==> config.mk <==
export PLATFORM = sky130hd
export DESIGN_NAME = asi_status_regs
export DESIGN_NICKNAME = d
export VERILOG_FILES = /design/src/rtl/asi_pkg.sv /design/src/rtl/asi_status_regs.sv
export VERILOG_INCLUDE_DIRS = /design/src /design/src/rtl
export SDC_FILE = /design/constraint.sdc
export NUM_CORES = 1
export LEC_CHECK = 0
export BUFFER_PORTS_ARGS = -buffer_cell sky130_fd_sc_hd__buf_2
export CELL_PAD_IN_SITES_DETAIL_PLACEMENT = 0
export CELL_PAD_IN_SITES_GLOBAL_PLACEMENT = 1
export CORE_UTILIZATION = 43
export CTS_BUF_LIST = sky130_fd_sc_hd__clkbuf_2
export DETAILED_ROUTE_END_ITERATION = 10
export PLACE_DENSITY = 0.91
export SYNTH_ARGS = -nofsm -noshare
export SYNTH_HDL_FRONTEND = slang
export SYNTH_SLANG_ARGS = --single-unit
==> constraint.sdc <==
create_clock -name pclk -period 2.8 [get_ports pclk]
set_input_delay 0.28 -clock pclk [delete_from_list [all_inputs] [get_ports pclk]]
set_output_delay 0.28 -clock pclk [all_outputs]
set_load 0.005 [all_outputs]
==> src/rtl/asi_regs.svh <==
// Offsets, field positions, reset values and timing counts of the converter status bank
// Operation
// RULE_01 - Status bit 15 sets on calibration done, clears on any mode register write.
// RULE_02 - Status bit 14 sets on temperature range error, clears on in-range store.
// RULE_03 - Status bit 13 sets on voltage range error, clears on in-range store.
// RULE_04 - Status bit 12 sets on current range error, clears on in-range store.
// RULE_05 - Range error clamps stored result: underrange to negative, overrange to positive.
// RULE_06 - Software ignores reserved status bits 11, 10 and 5.
// RULE_07 - Bit 9 latches FIFO overflow, no interrupt, clears on disable or reconfiguration.
// RULE_08 - Bit 8 shows FIFO empty, reads zero while the FIFO is disabled.
// RULE_09 - Bit 7 sets on FIFO full, clears on FIFO disable or reconfiguration.
// RULE_10 - Bit 6 sets on accumulator threshold, clears on comparator disable or reconfiguration; the code clears it on accumulator disable (field zero) instead.
// RULE_11 - With comparator enabled, bit 4 sets when current magnitude exceeds threshold.
// RULE_12 - With threshold counter used, bit 4 sets when exceed count reaches limit.
// RULE_13 - With detection enabled, bit 3 sets on gross overrange, sampled every 125 us.
// RULE_14 - Gross overrange flag clears only on detection disable or current gain change.
// RULE_15 - Bit 2 sets on stored temperature result, clears reading temperature or current.
// RULE_16 - Bit 1 sets on stored voltage result, clears reading voltage or current.
// RULE_17 - Bit 0 sets on stored current result, clears reading current result.
// RULE_18 - Status register is 16-bit, read-only, resets to zero.
// RULE_19 - Interrupt enable mirrors low status byte, one enables, resets to zero.
// RULE_20 - Mode register is 8-bit read/write, resets to zero.
// RULE_21 - Interrupt is OR of enabled low status bits; upper byte never interrupts.
// RULE_22 - Result holds while its ready bit is set, unless the core is powered down.
// RULE_23 - Current result read clears all ready bits; without current channel, others do.
// RULE_24 - Reserved status bits read zero; status writes change nothing.
`ifndef ASI_REGS_SVH
`define ASI_REGS_SVH

`define ASI_ADDR_STATUS   32'hffff0500
`define ASI_ADDR_IRQ_EN   32'hffff0504
`define ASI_ADDR_MODE     32'hffff0508
`define ASI_ADDR_CFG      32'hffff050c
`define ASI_ADDR_CHAN     32'hffff0510
`define ASI_ADDR_THRESH   32'hffff0514
`define ASI_ADDR_TCNT_LIM 32'hffff0518
`define ASI_ADDR_TCNT_VAL 32'hffff051c
`define ASI_ADDR_RES_CUR  32'hffff0520

`define ASI_RST_STATUS 16'h0000
`define ASI_RST_IRQ_EN 8'h00
`define ASI_RST_BYTE   8'h00
`define ASI_RST_WORD   16'h0000

`define ASI_ST_CAL   15
`define ASI_ST_ERR0  12
`define ASI_ST_FOVF  9
`define ASI_ST_FEMP  8
`define ASI_ST_FFUL  7
`define ASI_ST_ACC   6
`define ASI_ST_CMP   4
`define ASI_ST_GOR   3

`define ASI_CFG_FIFO_EN 0
`define ASI_CFG_TCNT_EN 1
`define ASI_CFG_GOR_EN  2
`define ASI_CFG_CMP_EN  3
`define ASI_CFG_ACC_LO  5
`define ASI_CFG_ACC_HI  6
`define ASI_CH_GAIN_LO  4
`define ASI_CH_GAIN_HI  6

`define ASI_NEG_FS 16'h8000
`define ASI_POS_FS 16'h7fff

`define ASI_CLK_PERIOD_NS  5
`define ASI_GOR_PERIOD_US  125

`endif

==> src/rtl/asi_pkg.sv <==
// Types shared by the converter status bank and its surroundings
package asi_pkg;
	// One conversion delivered by a channel filter
	typedef struct packed {
		logic        valid;
		logic        over;
		logic        under;
		logic [15:0] data;
	} asi_conv_s;

	// Software controls that steer the converter subsystem
	typedef struct packed {
		logic [7:0] mode;
		logic [7:0] cfg;
		logic [7:0] chan;
	} asi_ctl_s;

	// FIFO, accumulator, gross overrange, calibration and core power-down events from the datapath
	typedef struct packed {
		logic fifo_empty;
		logic fifo_full;
		logic fifo_ovf;
		logic acc_exceed;
		logic gross_over;
		logic cal_done;
		logic core_down;
	} asi_evt_s;
endpackage

==> src/rtl/asi_status_regs.sv <==
// APB register bank with status flags, interrupt enable, mode and result registers
`timescale 1ns/1ps
`include "asi_regs.svh"
module asi_status_regs #(
	parameter int GOR_TICK_CYCLES = (`ASI_GOR_PERIOD_US * 1000) / `ASI_CLK_PERIOD_NS
) (
	// Clock, reset, freeze
	input  wire logic              pclk,
	input  wire logic              presetn,
	input  wire logic              ce,
	// APB slave
	input  wire logic              psel,
	input  wire logic              penable,
	input  wire logic              pwrite,
	input  wire logic [31:0]       paddr,
	input  wire logic [31:0]       pwdata,
	output logic      [31:0]       prdata,
	output logic                   pready,
	output logic                   pslverr,
	// Converter side
	input  wire asi_pkg::asi_conv_s conv [3],
	input  wire asi_pkg::asi_evt_s  evt,
	output asi_pkg::asi_ctl_s       ctl,
	output logic                   irq
);
	logic [15:0] status, next_status;
	logic [7:0]  irq_en, next_irq_en;
	logic [7:0]  next_mode, next_cfg, next_chan;
	logic [15:0] thresh, next_thresh;
	logic [7:0]  tcnt_lim, next_tcnt_lim, tcnt, next_tcnt;
	logic [15:0] gor_cnt, next_gor_cnt;
	logic [31:0] next_prdata;
	logic        next_pready, next_pslverr, next_irq;
	logic [15:0] res_q [3];
	logic [15:0] next_res [3];
	logic [2:0]  rd_res, store, bad, next_err, next_rdy;
	logic        wr_done, rd_done, wr_mode, wr_chan, gor_tick;
	logic        fifo_en, cmp_en, tcnt_en, cur_exceed;
	logic [16:0] cur_mag;

	// Completion of an access is the only edge with side effects
	assign wr_done  = psel & penable & pready & pwrite;
	assign rd_done  = psel & penable & pready & ~pwrite;
	assign wr_mode  = wr_done & (paddr == `ASI_ADDR_MODE);
	assign wr_chan  = wr_done & (paddr == `ASI_ADDR_CHAN);
	assign fifo_en  = ctl.cfg[`ASI_CFG_FIFO_EN];
	assign cmp_en   = ctl.cfg[`ASI_CFG_CMP_EN];
	assign tcnt_en  = ctl.cfg[`ASI_CFG_TCNT_EN];
	assign gor_tick = (gor_cnt == 16'h0000);

	// Per-channel result store, clamp and ready/error next values
	for (genvar ch = 0; ch < 3; ch++) begin : g_ch
		assign rd_res[ch] = rd_done & (paddr == `ASI_ADDR_RES_CUR + 32'(4 * ch));
		assign bad[ch]    = conv[ch].over | conv[ch].under;
		// A set ready bit protects the value until software has read it, unless the core is down
		assign store[ch]  = conv[ch].valid & ctl.chan[ch]
			& (~status[ch] | evt.core_down); // RULE_22
		assign next_res[ch] = ~store[ch] ? res_q[ch] :
			conv[ch].under ? `ASI_NEG_FS : // RULE_05
			conv[ch].over  ? `ASI_POS_FS : conv[ch].data; // RULE_05
		// Error sets on any bad conversion of an enabled channel, clears on an in-range store; set wins
		assign next_err[ch] = (conv[ch].valid & ctl.chan[ch] & bad[ch])
			| (status[`ASI_ST_ERR0 + ch] & ~(store[ch] & ~bad[ch])); // RULE_02 RULE_03 RULE_04
		// Ready clears on its own read, a current read, or any result read without current channel
		assign next_rdy[ch] = store[ch] | (status[ch] & ~(rd_res[0] | rd_res[ch]
			| (|rd_res[2:1] & ~ctl.chan[0]))); // RULE_15 RULE_16 RULE_17 RULE_23
		always_ff @(posedge pclk or negedge presetn) begin
			if (!presetn) begin
				res_q[ch] <= `ASI_RST_WORD;
			end else if (ce) begin
				res_q[ch] <= next_res[ch];
			end
		end
	end

	// Magnitude of the raw current result; 17 bits so the most negative code fits
	assign cur_mag    = conv[0].data[15] ? 17'(-{conv[0].data[15], conv[0].data})
		: {1'b0, conv[0].data};
	assign cur_exceed = conv[0].valid & ctl.chan[0] & cmp_en
		& (cur_mag > {1'b0, thresh}); // RULE_11

	// Register read mux, evaluated in the setup cycle
	always_comb begin
		next_prdata  = 32'h0000_0000;
		next_pslverr = 1'b0;
		unique case (paddr)
			`ASI_ADDR_STATUS:   next_prdata = {16'h0000, status};
			`ASI_ADDR_IRQ_EN:   next_prdata = {24'h000000, irq_en};
			`ASI_ADDR_MODE:     next_prdata = {24'h000000, ctl.mode};
			`ASI_ADDR_CFG:      next_prdata = {24'h000000, ctl.cfg};
			`ASI_ADDR_CHAN:     next_prdata = {24'h000000, ctl.chan};
			`ASI_ADDR_THRESH:   next_prdata = {16'h0000, thresh};
			`ASI_ADDR_TCNT_LIM: next_prdata = {24'h000000, tcnt_lim};
			`ASI_ADDR_TCNT_VAL: next_prdata = {24'h000000, tcnt};
			`ASI_ADDR_RES_CUR:  next_prdata = {16'h0000, res_q[0]};
			`ASI_ADDR_RES_CUR + 32'h4: next_prdata = {16'h0000, res_q[1]};
			`ASI_ADDR_RES_CUR + 32'h8: next_prdata = {16'h0000, res_q[2]};
			default:            next_pslverr = 1'b1;
		endcase
		// No wait state: ready rises in the first access cycle only
		next_pready = psel & ~penable;
		if (!(psel & ~penable)) begin
			next_prdata  = prdata;
			next_pslverr = 1'b0;
		end
	end

	always_ff @(posedge pclk or negedge presetn) begin
		if (!presetn) begin
			prdata  <= 32'h0000_0000;
			pready  <= 1'b0;
			pslverr <= 1'b0;
		end else if (ce) begin
			prdata  <= next_prdata;
			pready  <= next_pready;
			pslverr <= next_pslverr;
		end
	end

	// Software-written registers; status has no write path at all
	always_comb begin
		next_irq_en   = irq_en;
		next_mode     = ctl.mode;
		next_cfg      = ctl.cfg;
		next_chan     = ctl.chan;
		next_thresh   = thresh;
		next_tcnt_lim = tcnt_lim;
		if (wr_done) begin
			unique case (paddr)
				`ASI_ADDR_IRQ_EN:   next_irq_en   = pwdata[7:0]; // RULE_19
				`ASI_ADDR_MODE:     next_mode     = pwdata[7:0]; // RULE_20
				`ASI_ADDR_CFG:      next_cfg      = pwdata[7:0];
				`ASI_ADDR_CHAN:     next_chan     = pwdata[7:0];
				`ASI_ADDR_THRESH:   next_thresh   = pwdata[15:0];
				`ASI_ADDR_TCNT_LIM: next_tcnt_lim = pwdata[7:0];
				default:            next_mode     = ctl.mode; // RULE_24
			endcase
		end
	end

	always_ff @(posedge pclk or negedge presetn) begin
		if (!presetn) begin
			irq_en   <= `ASI_RST_IRQ_EN; // RULE_19
			ctl      <= {`ASI_RST_BYTE, `ASI_RST_BYTE, `ASI_RST_BYTE}; // RULE_20
			thresh   <= `ASI_RST_WORD;
			tcnt_lim <= `ASI_RST_BYTE;
		end else if (ce) begin
			irq_en   <= next_irq_en;
			ctl      <= {next_mode, next_cfg, next_chan};
			thresh   <= next_thresh;
			tcnt_lim <= next_tcnt_lim;
		end
	end

	// Gross overrange sample period and threshold exceed counter
	always_comb begin
		next_gor_cnt = gor_tick ? 16'(GOR_TICK_CYCLES - 1) : gor_cnt - 16'h0001; // RULE_13
		next_tcnt    = tcnt;
		// Reconfiguring restarts the count so a stale tally cannot fire early
		if (wr_mode || !cmp_en) begin
			next_tcnt = 8'h00;
		end else if (cur_exceed && tcnt_en && tcnt != tcnt_lim) begin
			next_tcnt = tcnt + 8'h01; // RULE_12
		end
	end

	always_ff @(posedge pclk or negedge presetn) begin
		if (!presetn) begin
			gor_cnt <= 16'h0000;
			tcnt    <= 8'h00;
		end else if (ce) begin
			gor_cnt <= next_gor_cnt;
			tcnt    <= next_tcnt;
		end
	end

	// Status flags; in every flag a hardware set beats a clear in the same cycle
	always_comb begin
		next_status = status;
		if (wr_mode) begin
			next_status[`ASI_ST_CAL] = 1'b0; // RULE_01
		end
		if (evt.cal_done) begin
			next_status[`ASI_ST_CAL] = 1'b1; // RULE_01
		end
		next_status[14:12] = next_err;
		next_status[2:0]   = next_rdy;
		next_status[11:10] = 2'b00; // RULE_24
		next_status[5]     = 1'b0; // RULE_24
		// Overflow and full: sticky, dropped by FIFO disable or a mode write
		if (!fifo_en || wr_mode) begin
			next_status[`ASI_ST_FOVF] = 1'b0; // RULE_07
			next_status[`ASI_ST_FFUL] = 1'b0; // RULE_09
		end
		if (fifo_en && evt.fifo_ovf) begin
			next_status[`ASI_ST_FOVF] = 1'b1; // RULE_07
		end
		if (fifo_en && evt.fifo_full) begin
			next_status[`ASI_ST_FFUL] = 1'b1; // RULE_09
		end
		next_status[`ASI_ST_FEMP] = fifo_en & evt.fifo_empty; // RULE_08
		if (ctl.cfg[`ASI_CFG_ACC_HI:`ASI_CFG_ACC_LO] == 2'b00 || wr_mode) begin
			next_status[`ASI_ST_ACC] = 1'b0; // RULE_10
		end
		if (ctl.cfg[`ASI_CFG_ACC_HI:`ASI_CFG_ACC_LO] != 2'b00 && evt.acc_exceed) begin
			next_status[`ASI_ST_ACC] = 1'b1; // RULE_10
		end
		if (!cmp_en || wr_mode) begin
			next_status[`ASI_ST_CMP] = 1'b0;
		end
		if (cur_exceed && (!tcnt_en || tcnt + 8'h01 == tcnt_lim)) begin
			next_status[`ASI_ST_CMP] = 1'b1; // RULE_11 RULE_12
		end
		// Gain change is a write that alters the gain field, not any channel write
		if (!ctl.cfg[`ASI_CFG_GOR_EN] || (wr_chan && pwdata[`ASI_CH_GAIN_HI:`ASI_CH_GAIN_LO]
				!= ctl.chan[`ASI_CH_GAIN_HI:`ASI_CH_GAIN_LO])) begin
			next_status[`ASI_ST_GOR] = 1'b0; // RULE_14
		end
		if (gor_tick && ctl.cfg[`ASI_CFG_GOR_EN] && evt.gross_over) begin
			next_status[`ASI_ST_GOR] = 1'b1; // RULE_13
		end
		// Upper byte never reaches the interrupt
		next_irq = |(next_status[7:0] & next_irq_en); // RULE_21
	end

	always_ff @(posedge pclk or negedge presetn) begin
		if (!presetn) begin
			status <= `ASI_RST_STATUS; // RULE_18
			irq    <= 1'b0;
		end else if (ce) begin
			status <= next_status;
			irq    <= next_irq;
		end
	end
endmodule

Word-level counts from Yosys, hierarchy flattened
Cells that the tools add are included.

Word-level logic and storage cells: 167. Input bits: 134. Register bits after elaboration: 176. Output and inout port bits: 59.

Add/subtract/negate cells: 3. $lt $le $gt $ge: 1. Eq/ne operators: 14. Reduce and logical (&&, ||, !) cells: 39. Bitwise gates (word level): 65. Mux-type cells: 27.

Operator list (number): $eq A32 B32 Y1 const B (11); $pmux W16 S11 (1); $mux W16 (7); $and A1 B1 Y1 (32); $mux W8 (4); $gt A17 B16 Y1 (1); $mux W17 (1); $neg A17 Y17 (1); $or A1 B1 Y1 (17); $logic_not A16 Y1 (1); $sub A16 B1 Y16 const B (1); $not A1 Y1 (15); $reduce_and A3 Y1 (5); $mux W1 (14); $reduce_and A2 Y1 (7); $reduce_or A11 Y1 (1); $logic_and A1 B1 Y1 (9); $add A8 B1 Y8 const B (1); $and A8 B8 Y8 (1); $eq A8 B8 Y1 (1); $ne A8 B8 Y1 (1); $reduce_bool A2 Y1 (4); $reduce_or A8 Y1 (1); $logic_or A1 B1 Y1 (5); other kinds (4) (7).

Depth between registers and ports, before layout
Gate-level depths: netlist of run 1.

Depth after elaboration: 12. Mapped depth: 15. Depth with buffers taken out: 15.

Worst setup path after synthesis of run 1
OpenSTA, ideal clock, no wires.

Path kind: input -> register. Start: input port conv[42] in the netlist's numbering. End: register tcnt[7]. Stages on the path: 14. Library setup time: 0.124 ns. Data required time: 2.676 ns. Buffers on the path: 0. Arrival time: 3.438 ns. Path slack: -0.762 ns. Cell sequence: nor3_1 nand2_1 or3_1 or3_1 o31ai_1 xnor2_1 ha_1 and3_1 a211oi_1 a211o_1 a211oi_1 nand4_1 and3_1 a211o_1.

Word-level cells in the longest chain between the ends: 8.

RTL lines: start: declaration (line asi_status_regs.sv:21) `input wire asi_pkg::asi_conv_s conv [3],`; $neg A17 Y17 (line asi_status_regs.sv:77) `assign cur_mag = conv[0].data[15] ? 17'(-{conv[0].data[15], conv[0].data})`; $mux W17 (*) (line asi_status_regs.sv:77); $gt A17 B16 Y1 (*) (line asi_status_regs.sv:80) `& (cur_mag > {1'b0, thresh});`; $and A1 B1 Y1 (*) (line asi_status_regs.sv:80); $logic_and A1 B1 Y1 (*) (2 in series) (line asi_status_regs.sv:162) `end else if (cur_exceed && tcnt_en && tcnt != tcnt_lim) begin`; $reduce_bool A2 Y1 (no line) (*); $reduce_and A2 Y1 (no line) (*); end signal: assignment (line asi_status_regs.sv:173) `tcnt <= next_tcnt;`; end: declaration (line asi_status_regs.sv:30) `logic [7:0] tcnt_lim, next_tcnt_lim, tcnt, next_tcnt;`.

Every way passes the cells marked *; elsewhere a longest branch is shown, timed or not. A chain may end at the register's enable or synchronous reset.

Worst setup path in the final report of run 1
Start: input port conv[51] in the netlist's numbering. End: register tcnt[7].

The elaborated chain is that of the path after synthesis.

==> impl_metrics.csv, run 1 <==
group,metric,value,unit
critical_path,critical_path.max_stage_delay,0.53,ns
critical_path,critPathArrivalTime,3.37,ns
yosys,synth-seq-area-share,44.39,%
floorplan,area_of_the_die,0.02156,sq mm
clock_tree,postCtsSetupBuffers,0,
clock_tree,tritoncts_clock_tree,"done",
finish,post-route-util,59.84,%
finish,syn2layout_area_growth,35.52,%
clock_tree,ctsLongestPathBuffers,2,
yosys,post_synthesis_sequential_element_count,160,
pwr,pwr_density_cell,380.5,mW/mm^2
worst_hold_path,min_path_type,"in -> async",
drt,totalWireLength,30.69,mm
sta,post-route-min-period,2.715,ns
yosys,syn_avg_cell_area,9.647,sq um
sta,worst_slew_pin_slew,0.6393,ns
yosys,synth_top_flop_cell,"sky130_fd_sc_hd__dfrtp_1",
finish,final_net_count,1428,
clock_tree,clock_insertion_delay_worst_skew,0.77,ns
yosys,ys_warn_count,0,
floorplan,die_y,146.8,um
global_routing,wire_length_of_the_first_global_routing_pass,47.94,mm
sta,fin_crit_sh,96.98,%
clock_tree,cts.sink_count,160,
job,max_cap_viol_count,0,
run_status,status,"finished clean",
drt,detailroute.via_count,8863,
yosys,asyncSetResetFlopFracSynth,100.0,%
finish,multi_input_gate_area,0.004700,sq mm
floorplan,floorplan.io_pins,193,
place,numPortBuffers,160,
finish,post_route_cells_drive_above_1_share,27.35,%
global_routing,pin_count_of_the_biggest_net_entering_global_routing,70,
place,dpl_worst_slack,-0.7215,ns
yosys,synthDistinctLibCells,71,
clock_tree,h_tree_level_count,4,
sta,setup_viol_count_final,0,
finish,sequential_cell_area,0.004004,sq mm
finish,most-common-layout-cells,"sky130_fd_sc_hd__dfrtp_1 (160), sky130_fd_sc_hd__buf_2 (159), sky130_fd_sc_hd__dlygate4sd3_1 (150)",
clock_tree,clkSlewWorstSetupHoldPaths,0.25,ns
yosys,synth_edf_count,0,
drt,antenna_left,0,
pwr,report.power.total,0.004651,W
critical_path,worst_setup_path_type,"in -> reg",
global_routing,grt_total_usage,29.04,%
sta,fin_worst_skew,0.04366,ns
critical_path,worst_setup_path_start_kind,"input port",
drt,drt_pass1_iterations,6,
drt,routed_via_density,5.685,
place,dp_hpwl,21.61,mm
critical_path,cp.required,3.45,ns
sta,timing.slew.headroom,57.38,%
critical_path,worst-path-max-fanout,3,
sta,finalMaxSlewViolations,0,
place,place_congestion,0.9737,
floorplan,chipWidth,146.8,um
global_routing,grt_antenna_before_repair,3,
drt,detailedRoute.firstIterationViolations,1005,
pwr,vdd_drop_max,207.5,uV
sta,holdWs,0.04201,ns
floorplan,floorplan.initialDensity,44.15,%
finish,layout.filler_cells,1744,
clock_tree,cts-buffers-inserted,17,
drt,drc,0,
floorplan,design.core.area,0.02043,sq mm
global_routing,grt_remaining_overflow,0,
sta,timing.final.ws_setup,0.08460,ns
yosys,synth_area,0.009020,sq mm
yosys,synthesis.instances,935,
drt,routed_wire_length_per_instance,19.69,um
critical_path,type_of_destination_of_the_critical_path,"flip-flop",
sta,timing.fmax,368.3,MHz
finish,mostFrequentLayoutCell,"sky130_fd_sc_hd__dfrtp_1",
critical_path,timing.critical_path.cells,"dlygate4sd3_1 -> buf_2 -> o41ai_1 -> nand2_1 -> xor2_1 -> ha_1 -> a21o_1 -> a211oi_2 -> a211o_1 -> a211oi_4 -> nand4_1 -> and3_1 -> a211o_1",
critical_path,cp_slowest_cell,"sky130_fd_sc_hd__dlygate4sd3_1",
clock_tree,clock-root-buffer,"sky130_fd_sc_hd__clkbuf_2",
floorplan,num_rows,52,
pwr,leakage_dissipation,5.802,nW
critical_path,critical-path-top-cell-by-count,"sky130_fd_sc_hd__a211o_1",
sta,hold_viol_final,0,
global_routing,via_count_of_the_first_global_routing_pass,8678,
==> per-layer routing <==
metal	part of all wire, %	global-route usage (%)	up-vias
li1	-	-	4062
met5	0.029	0	-
met1	42	39.42	4271
met2	45	44.98	450
met4	3.7	12.34	2
met3	8.4	6.056	78
==> sequential cells by signal (all words and copies together) (netlist names), 8 cells and up <==
signal and count:
tcnt_lim 8, ctl 24, thresh 16, gor_cnt 16
status 13, tcnt 8, prdata 16, irq_en 8
res_q 48
==> critical path, delay by kind of cell <==
family / cells / cell delay, ns
xor+xnor: 1 / 0.15
simple gates: 3 / 0.46
buf+inv: 2 / 0.66
fa+ha+maj: 1 / 0.30
compound gates: 6 / 1.51
==> through the flow <==
step	cell area (sq um)	cells	TNS [ns]
detailed placement	10440	1375	-6.336
floorplan	9117	950	-2.387
CTS	12180	1557	0
global route	12220	1559	-0.009369
finish	12220	1559	0
global placement	10440	1375	-5.841
==> logic make-up (layout without fill, tap and decap cells) <==
family / count (synthesis) / after routing / synth area share (%)
simple gates: 327 / 327 / 17.62
xor+xnor: 40 / 40 / 3.884
buf+inv: 100 / 437 / 5.063
compound gates: 212 / 212 / 16.77
mux: 74 / 74 / 9.349
other cells: 1 / 18 / 0.04157
fa+ha+maj: 21 / 21 / 2.885
flops: 160 / 160 / 44.39
==> repair_timing <==
item                                    in CTS  in global routing
hold endpoints to repair                   276                  0
endpoints found under the setup margin       0                 14
hold buffers                               150                  0
resized for setup                            0                 12
==> report_power, final <==
group	leakage [nW]	internal [W]	switching, W
Clock	0.137	0.000432	0.000857
Sequential	2.15	0.00242	0.000105
Combinational	3.52	0.000419	0.000414
==> Yosys cell counts (10+ instances only) <==
master                     count  area share (%)
sky130_fd_sc_hd__a221oi_1     14             1.4
sky130_fd_sc_hd__clkbuf_1     43             1.8
sky130_fd_sc_hd__nor2_1       98             4.1
sky130_fd_sc_hd__nand2_1     109             4.5
sky130_fd_sc_hd__nor3_1       14            0.78
sky130_fd_sc_hd__mux2i_1      10             1.1
sky130_fd_sc_hd__a22oi_1      10            0.83
sky130_fd_sc_hd__inv_1        28             1.2
sky130_fd_sc_hd__ha_1         20             2.8
sky130_fd_sc_hd__a31oi_1      10            0.69
sky130_fd_sc_hd__xnor2_1      31             3.0
sky130_fd_sc_hd__a21oi_1      28             1.6
sky130_fd_sc_hd__nand3_1      20             1.1
sky130_fd_sc_hd__o31ai_1      52             4.3
sky130_fd_sc_hd__o21ai_0      34             1.9
sky130_fd_sc_hd__and3_1       10            0.69
sky130_fd_sc_hd__nand4_1      16             1.1
sky130_fd_sc_hd__buf_4        16             1.3
sky130_fd_sc_hd__mux2_2       60             7.5
sky130_fd_sc_hd__dfrtp_1     160              44
==> final timing paths <==
kind,from,end,slack (ns),cells after the start
max,conv[51],tcnt[7]$_DFFE_PN0P_,0.08,13
max in group asynchronous,presetn,ctl[5]$_DFFE_PN0P_,2.03,3
max reg2reg,gor_cnt[6]$_DFFE_PN0P_,gor_cnt[14]$_DFFE_PN0P_,0.15,8
min reg2reg,prdata[4]$_DFFE_PN0P_,prdata[4]$_DFFE_PN0P_,0.51,1
min,presetn,gor_cnt[11]$_DFFE_PN0P_,0.04,2
min in group pclk,paddr[3],prdata[7]$_DFFE_PN0P_,0.08,3
==> area by class of cell <==
cell class              instances  share of cell area (%)
repair buffers                376                   23.17
clock inverters                11                   1.075
well taps                     270                   2.764
multi-input cells             690                   38.44
flip-flops and latches        160                   32.75
inverters                      29                  0.8905
clock buffers                  21                  0.8598
diodes                          2                 0.04094
No activity file was read; power rests on OpenSTA's default activity.
==> inputs of run 2 (changes only) <==
CORE_UTILIZATION = 45   (was 43)
PLACE_DENSITY = 0.95   (was 0.91)
clock period = 3.2 ns   (was 2.8 ns; I/O delays follow)
==> run 2 against run 1 <==
  * Register-to-register slack gained 0.31 ns
  * Clock skew shrank 0.00054 ns
  * Core utilization grew 1.2 points
==> impl_metrics.csv, run 2 (same netlist as run 1, synthesis figures left out) <==
group,metric,value,unit
drt,detailroute.via_count,8805,
global_routing,via_count_of_the_first_global_routing_pass,8494,
run_status,status,"finished clean",
floorplan,floorplan.initialDensity,46.19,%
worst_hold_path,min_path_type,"in -> reg",
finish,syn2layout_area_growth,32.14,%
floorplan,floorplan.io_pins,193,
critical_path,cp.required,3.84,ns
critical_path,critical-path-top-cell-by-count,"sky130_fd_sc_hd__or3_4",
finish,regMostFlops,"res_q",
place,numPortBuffers,160,
place,dp_hpwl,21.37,mm
drt,drt_pass1_iterations,6,
pwr,total_switching_power,0.001167,W
finish,post-route-util,61.04,%
global_routing,grt_remaining_overflow,0,
global_routing,grt_antenna_before_repair,2,
finish,final_net_count,1394,
sta,post-route-min-period,3.121,ns
clock_tree,clkSlewWorstSetupHoldPaths,0.21,ns
finish,multi_input_gate_area,0.004686,sq mm
drt,totalWireLength,30.33,mm
global_routing,wire_length_of_the_first_global_routing_pass,46.48,mm
place,place_congestion,0.9754,
sta,holdWs,0.03804,ns
drt,antenna_left,0,
sta,timing.fmax,320.4,MHz
global_routing,grt_total_usage,30.15,%
sta,setup_viol_count_final,0,
place,dpl.cell_count,1355,
critical_path,critical_path_origin,"conv[45]",
sta,timing.final.ws_setup,0.07897,ns
floorplan,design.core.area,0.01953,sq mm
pwr,vdd_drop_max,447.1,uV
critical_path,cp_slowest_cell,"sky130_fd_sc_hd__dlygate4sd3_1",
pwr,switching_fraction_of_total_power,28.69,%
floorplan,num_rows,51,
pwr,share_seq_of_total_power,54.4,%
clock_tree,clock-root-buffer,"sky130_fd_sc_hd__clkbuf_2",
sta,unrepaired_setup_endpoints_after_global_routing,"false",
finish,max_reg_flops,48,
place,dpl_worst_slack,-0.4079,ns
worst_hold_path,timing.hold.worst.start,"conv[43]",
sta,timing.slew.headroom,57.63,%
pwr,internal-power,0.002902,W
finish,biggestRegsByFlops,"res_q (48), ctl (24)",
sta,finalMaxSlewViolations,0,
pwr,power.clock.fraction,28.3,%
sta,fin_crit_sh,97.53,%
critical_path,critPathArrivalTime,3.77,ns
sta,worst_slew_pin_slew,0.6337,ns
critical_path,worst-path-max-fanout,7,
critical_path,type_of_destination_of_the_critical_path,"flip-flop",
drt,detailedRoute.firstIterationViolations,875,
drt,routed_wire_length_per_instance,19.97,um
clock_tree,cts-buffers-inserted,17,
drt,drc,0,
global_routing,pin_count_of_the_biggest_net_entering_global_routing,79,
finish,layout.filler_cells,1688,
drt,routed_via_density,5.797,
clock_tree,h_tree_level_count,4,
pwr,power_frac_comb,17.3,%
finish,final_instance_count_excl_fillers,1519,
critical_path,critical_path.max_stage_delay,0.57,ns
clock_tree,clock_insertion_delay_worst_skew,0.75,ns
clock_tree,tritoncts_clock_tree,"done",
critical_path,worst_setup_path_start_kind,"input port",
sta,fin_worst_skew,0.04312,ns
finish,most-common-layout-cells,"sky130_fd_sc_hd__dfrtp_1 (160), sky130_fd_sc_hd__buf_2 (157), sky130_fd_sc_hd__dlygate4sd3_1 (132)",
pwr,pwr_density_cell,341.4,mW/mm^2
job,max_cap_viol_count,0,
floorplan,area_of_the_die,0.02061,sq mm
critical_path,worst_setup_path_type,"in -> reg",
finish,sequential_cell_area,0.004004,sq mm
critical_path,r2r_start,"gor_cnt[6]$_DFFE_PN0P_",
floorplan,chipWidth,143.6,um
floorplan,die_y,143.6,um
sta,hold_viol_final,0,
critical_path,setup.reg_to_reg.worst_slack,0.46,ns
clock_tree,cts.sink_count,160,
finish,post_route_cells_drive_above_1_share,26.52,%
clock_tree,ctsLongestPathBuffers,2,
finish,mostFrequentLayoutCell,"sky130_fd_sc_hd__dfrtp_1",
clock_tree,postCtsSetupBuffers,0,
pwr,report.power.total,0.004070,W
pwr,leakage_dissipation,5.648,nW
critical_path,timing.critical_path.cells,"dlygate4sd3_1 -> or3_4 -> or3_4 -> o31ai_4 -> xnor2_1 -> ha_1 -> and3_4 -> a211oi_2 -> a211o_1 -> a211oi_4 -> buf_6 -> o21ai_0 -> mux2_2",
-- run 2: cell count changes in the layout (fill, tap and decap cells not counted), moves of 2 or more --
cell                            previous run  this run
sky130_fd_sc_hd__buf_2                   159       157
sky130_fd_sc_hd__buf_4                    63        48
sky130_fd_sc_hd__clkinv_2                  0         2
sky130_fd_sc_hd__dlygate4sd3_1           150       132
sky130_fd_sc_hd__inv_6                     2         0
sky130_fd_sc_hd__o21ai_0                  28        31
sky130_fd_sc_hd__o21ai_1                   6         3
-- run 2: worst paths after layout --
kind | to | cells past startpoint
max | tcnt[0]$_DFFE_PN0P_ | 13
min | res_q[37]$_DFFE_PN0P_ | 4
max reg2reg | gor_cnt[11]$_DFFE_PN0P_ | 7
min reg2reg | prdata[11]$_DFFE_PN0P_ | 2
max in group asynchronous | irq_en[3]$_DFFE_PN0P_ | 4
min in group asynchronous | gor_cnt[14]$_DFFE_PN0P_ | 3
-- run 2: area by class of cell --
type	instances	share of cell area [%]
tap	265	2.782
clock inverter	11	1.186
sequential	160	33.59
timing repair buffer	342	21.33
inverter	29	0.9133
antenna	2	0.04199
clock buffer	20	0.8398
multi-input combinational	690	39.31
-- run 2: critical path, delay by kind of cell --
family	cells	cell delay, ns
AOI/OAI and AO/OA	5	1.04
xor gates and xnor gates	1	0.11
and+or+nand+nor	3	0.96
buffers and inverters	2	0.74
adders and majority gates	1	0.31
muxes	1	0.29
-- run 2: what timing repair did --
action / in CTS / in global routing
endpoints found under the hold margin: 246 / 2
setup endpoints to repair: 0 / 9
hold buffers: 131 / 2
gates resized for setup: 0 / 10
-- run 2: metal layers --
layer,routed length (um),global-route usage [%],up-vias,part of all wire (%)
li1,-,-,3975,-
met1,12540,40.64,4261,41
met2,14030,47.98,489,46
met3,2817,6.564,80,9.3
met4,945,10.30,0,3.1
met5,0,0,-,0
-- run 2: power groups by stage --
stage                     clock network (W)  registers, W  logic, W
final                               0.00115       0.00221  0.000703
after global routing                0.00125       0.00223  0.000777
after detailed placement                  0       0.00225  0.000599
after global placement                    0       0.00224  0.000586
after floorplan                           0       0.00223  0.000343
after CTS                           0.00116       0.00222  0.000691
-- run 2: through the flow --
| stage | area [sq um] | setup TNS [ns] |
|---|---|---|
| floorplan | 9117 | -0.08713 |
| global placement | 10320 | -2.291 |
| detailed placement | 10320 | -3.301 |
| CTS | 11870 | 0 |
| global route | 11920 | 0 |
| finish | 11920 | 0 |
==> inputs of run 3 (changes only) <==
ABC_CLOCK_PERIOD_IN_PS = 3200   (was default)
CORE_ASPECT_RATIO = 0.9   (was default)
==> run 3 against run 2 <==
  * Sequential cell count stayed put
  * Via count is 0.31% higher
  * Design area is 0.48% lower
  * Sequential power hardly changed
==> impl_metrics.csv, run 3 (same netlist as run 1, synthesis figures left out) <==
group,metric,value,unit
sta,worst_slew_pin_slew,0.8110,ns
critical_path,setup.reg_to_reg.worst_slack,0.27,ns
critical_path,critPathBufInv,4,
critical_path,worst_setup_path_start_kind,"input port",
place,placed_area,0.01024,sq mm
drt,detailroute.wirelength.met3,2.730,mm
floorplan,floorplan.io_pins,193,
drt,dr_wl_met2,13.76,mm
critical_path,type_of_destination_of_the_critical_path,"flip-flop",
critical_path,critical_path.max_stage_delay,0.57,ns
finish,max_reg_flops,48,
drt,routed_wire_length_per_instance,20.14,um
sta,timing.slew.headroom,45.82,%
finish,regMostFlops,"res_q",
critical_path,critPathArrivalTime,3.77,ns
place,dp_hpwl,21.03,mm
run_status,status,"finished clean",
finish,mostFrequentLayoutCell,"sky130_fd_sc_hd__dfrtp_1",
global_routing,grt_total_usage,30.46,%
drt,totalWireLength,30.35,mm
clock_tree,cts.sink_count,160,
sta,hold_viol_final,0,
place,numPortBuffers,160,
floorplan,design.core.area,0.01940,sq mm
global_routing,grt_antenna_before_repair,2,
critical_path,worst-path-max-fanout,4,
critical_path,cp.required,3.86,ns
finish,syn2layout_area_growth,31.50,%
drt,drc,0,
drt,routed_via_density,5.861,
critical_path,timing.critical_path.cells,"buf_2 -> dlygate4sd3_1 -> buf_4 -> o21ai_0 -> and2_1 -> nand2_1 -> xor2_1 -> ha_1 -> a21o_1 -> a211oi_2 -> o221a_2 -> a21oi_2 -> o21ai_2 -> a211o_1 -> o2111ai_1 -> dlygate4sd3_1",
sta,finalMaxSlewViolations,0,
drt,m1WireLength,13.09,mm
drt,routed.top_layer,"met5",
pwr,vdd_drop_max,311.4,uV
global_routing,pin_count_of_the_biggest_net_entering_global_routing,76,
sta,fin_crit_sh,97.24,%
finish,finish.instance_area,0.01186,sq mm
place,place_congestion,0.9761,
floorplan,chipWidth,151.2,um
finish,biggestRegsByFlops,"res_q (48), ctl (24)",
sta,post-route-min-period,3.112,ns
clock_tree,clock-root-buffer,"sky130_fd_sc_hd__clkbuf_2",
global_routing,via_count_of_the_first_global_routing_pass,8507,
clock_tree,ctsLongestPathBuffers,2,
finish,final_net_count,1397,
floorplan,die_y,136.3,um
job,max_cap_viol_count,0,
floorplan,area_of_the_die,0.02061,sq mm
finish,post_route_cells_drive_above_1_share,25.88,%
critical_path,critical-path-top-cell-by-count,"sky130_fd_sc_hd__dlygate4sd3_1",
drt,detailroute.via_count,8832,
drt,detailedRoute.firstIterationViolations,860,
clock_tree,clkSlewWorstSetupHoldPaths,0.23,ns
global_routing,grt_remaining_overflow,0,
sta,timing.fmax,321.4,MHz
global_routing,wire_length_of_the_first_global_routing_pass,46.99,mm
worst_hold_path,min_path_type,"in -> reg",
pwr,leakage_dissipation,5.627,nW
clock_tree,cts-buffers-inserted,17,
sta,unrepaired_setup_endpoints_after_global_routing,"false",
pwr,pwr_density_cell,330.1,mW/mm^2
floorplan,floorplan.initialDensity,46.50,%
critical_path,cp_slowest_cell,"sky130_fd_sc_hd__dlygate4sd3_1",
finish,most-common-layout-cells,"sky130_fd_sc_hd__dfrtp_1 (160), sky130_fd_sc_hd__buf_2 (159), sky130_fd_sc_hd__dlygate4sd3_1 (140)",
drt,drt_pass1_iterations,6,
sta,setup_viol_count_final,0,
clock_tree,tritoncts_clock_tree,"done",
clock_tree,clock_insertion_delay_worst_skew,0.75,ns
floorplan,num_rows,48,
finish,layout.filler_cells,1684,
clock_tree,h_tree_level_count,4,
sta,fin_worst_skew,0.03911,ns
sta,tns,0,ns
drt,antenna_left,0,
critical_path,cpLargestDelayFamily,"buffers and inverters",
finish,post-route-util,61.15,%
critical_path,worst_setup_path_type,"in -> reg",
==> run 3: cell count changes in the layout (fill, tap and decap cells not counted), moves of 3 or more <==
| cell | change |
|---|---|
| sky130_fd_sc_hd__dlygate4sd3_1 | +8 |
| sky130_fd_sc_hd__o21ai_1 | -3 |
| sky130_fd_sc_hd__clkinv_1 | +3 |
| sky130_fd_sc_hd__buf_4 | -4 |
==> run 3: repair_timing <==
item | in CTS | in global routing
hold endpoints to repair | 172 | 5
hold buffers | 138 | 2
resized for setup | 0 | 5
endpoints found under the setup margin | 0 | 1
setup buffers | 0 | 1
==> run 3: layer usage <==
layer  track usage [%]  vias up
met1             43.04     4297
li1                  -     3999
met5                 0        -
met4             9.056        2
met3             6.376       63
met2             46.83      471
==> run 3: worst register-to-register path, cell delays in order (launching register included) <==
cell and delay [ns]:
sky130_fd_sc_hd__dfrtp_1 0.57, sky130_fd_sc_hd__ha_1 0.42, sky130_fd_sc_hd__nand3b_1 0.12, sky130_fd_sc_hd__mux2i_1 0.14
sky130_fd_sc_hd__a21oi_1 0.09, sky130_fd_sc_hd__a2111oi_0 0.48, sky130_fd_sc_hd__o21ai_2 0.15, sky130_fd_sc_hd__a211o_1 0.29
sky130_fd_sc_hd__o2111ai_1 0.09, sky130_fd_sc_hd__dlygate4sd3_1 0.57
==> run 3: power by group <==
group / internal (W) / total, W / switching [W]
clock network: 0.000277 / 0.000989 / 0.000712
logic: 0.000350 / 0.000707 / 0.000357
registers: 0.00212 / 0.00222 / 0.0000987
==> run 3: worst paths after layout <==
| check | to | startpoint | cells past startpoint |
|---|---|---|---|
| worst max register to register | irq$_DFFE_PN0P_ | tcnt[1]$_DFFE_PN0P_ | 9 |
| min in group asynchronous | ctl[10]$_DFFE_PN0P_ | presetn | 2 |
| worst max-delay path | irq$_DFFE_PN0P_ | conv[44] | 16 |
| max in group asynchronous | res_q[14]$_DFFE_PN0P_ | presetn | 3 |
| worst min register to register | status[12]$_DFFE_PN0P_ | status[12]$_DFFE_PN0P_ | 2 |
| worst min-delay path | status[13]$_DFFE_PN0P_ | conv[36] | 3 |
==> run 3: stage by stage <==
stage,cells,hold WS (ns),setup WS [ns],power (W)
after floorplan,950,0.02441,-0.07404,0.002573
after global placement,1333,0.3373,-0.2616,0.002827
after detailed placement,1333,0.3387,-0.3312,0.002847
after CTS,1503,0.0001075,0.01058,0.003903
after global routing,1507,0.006323,0.01654,0.004101
final,1507,0.05627,0.08818,0.003915
==> run 3: final cells by class <==
class                      instances  area (sq um)  share of cell area (%)
multi-input combinational        690          4679                   39.45
sequential                       160          4004                   33.76
timing repair buffer             345          2559                   21.57
tap                              250         312.8                   2.637
inverter                          29         108.9                  0.9177
clock buffer                      20         100.1                  0.8439
clock inverter                    12         95.09                  0.8017
antenna                            1         2.502                 0.02110
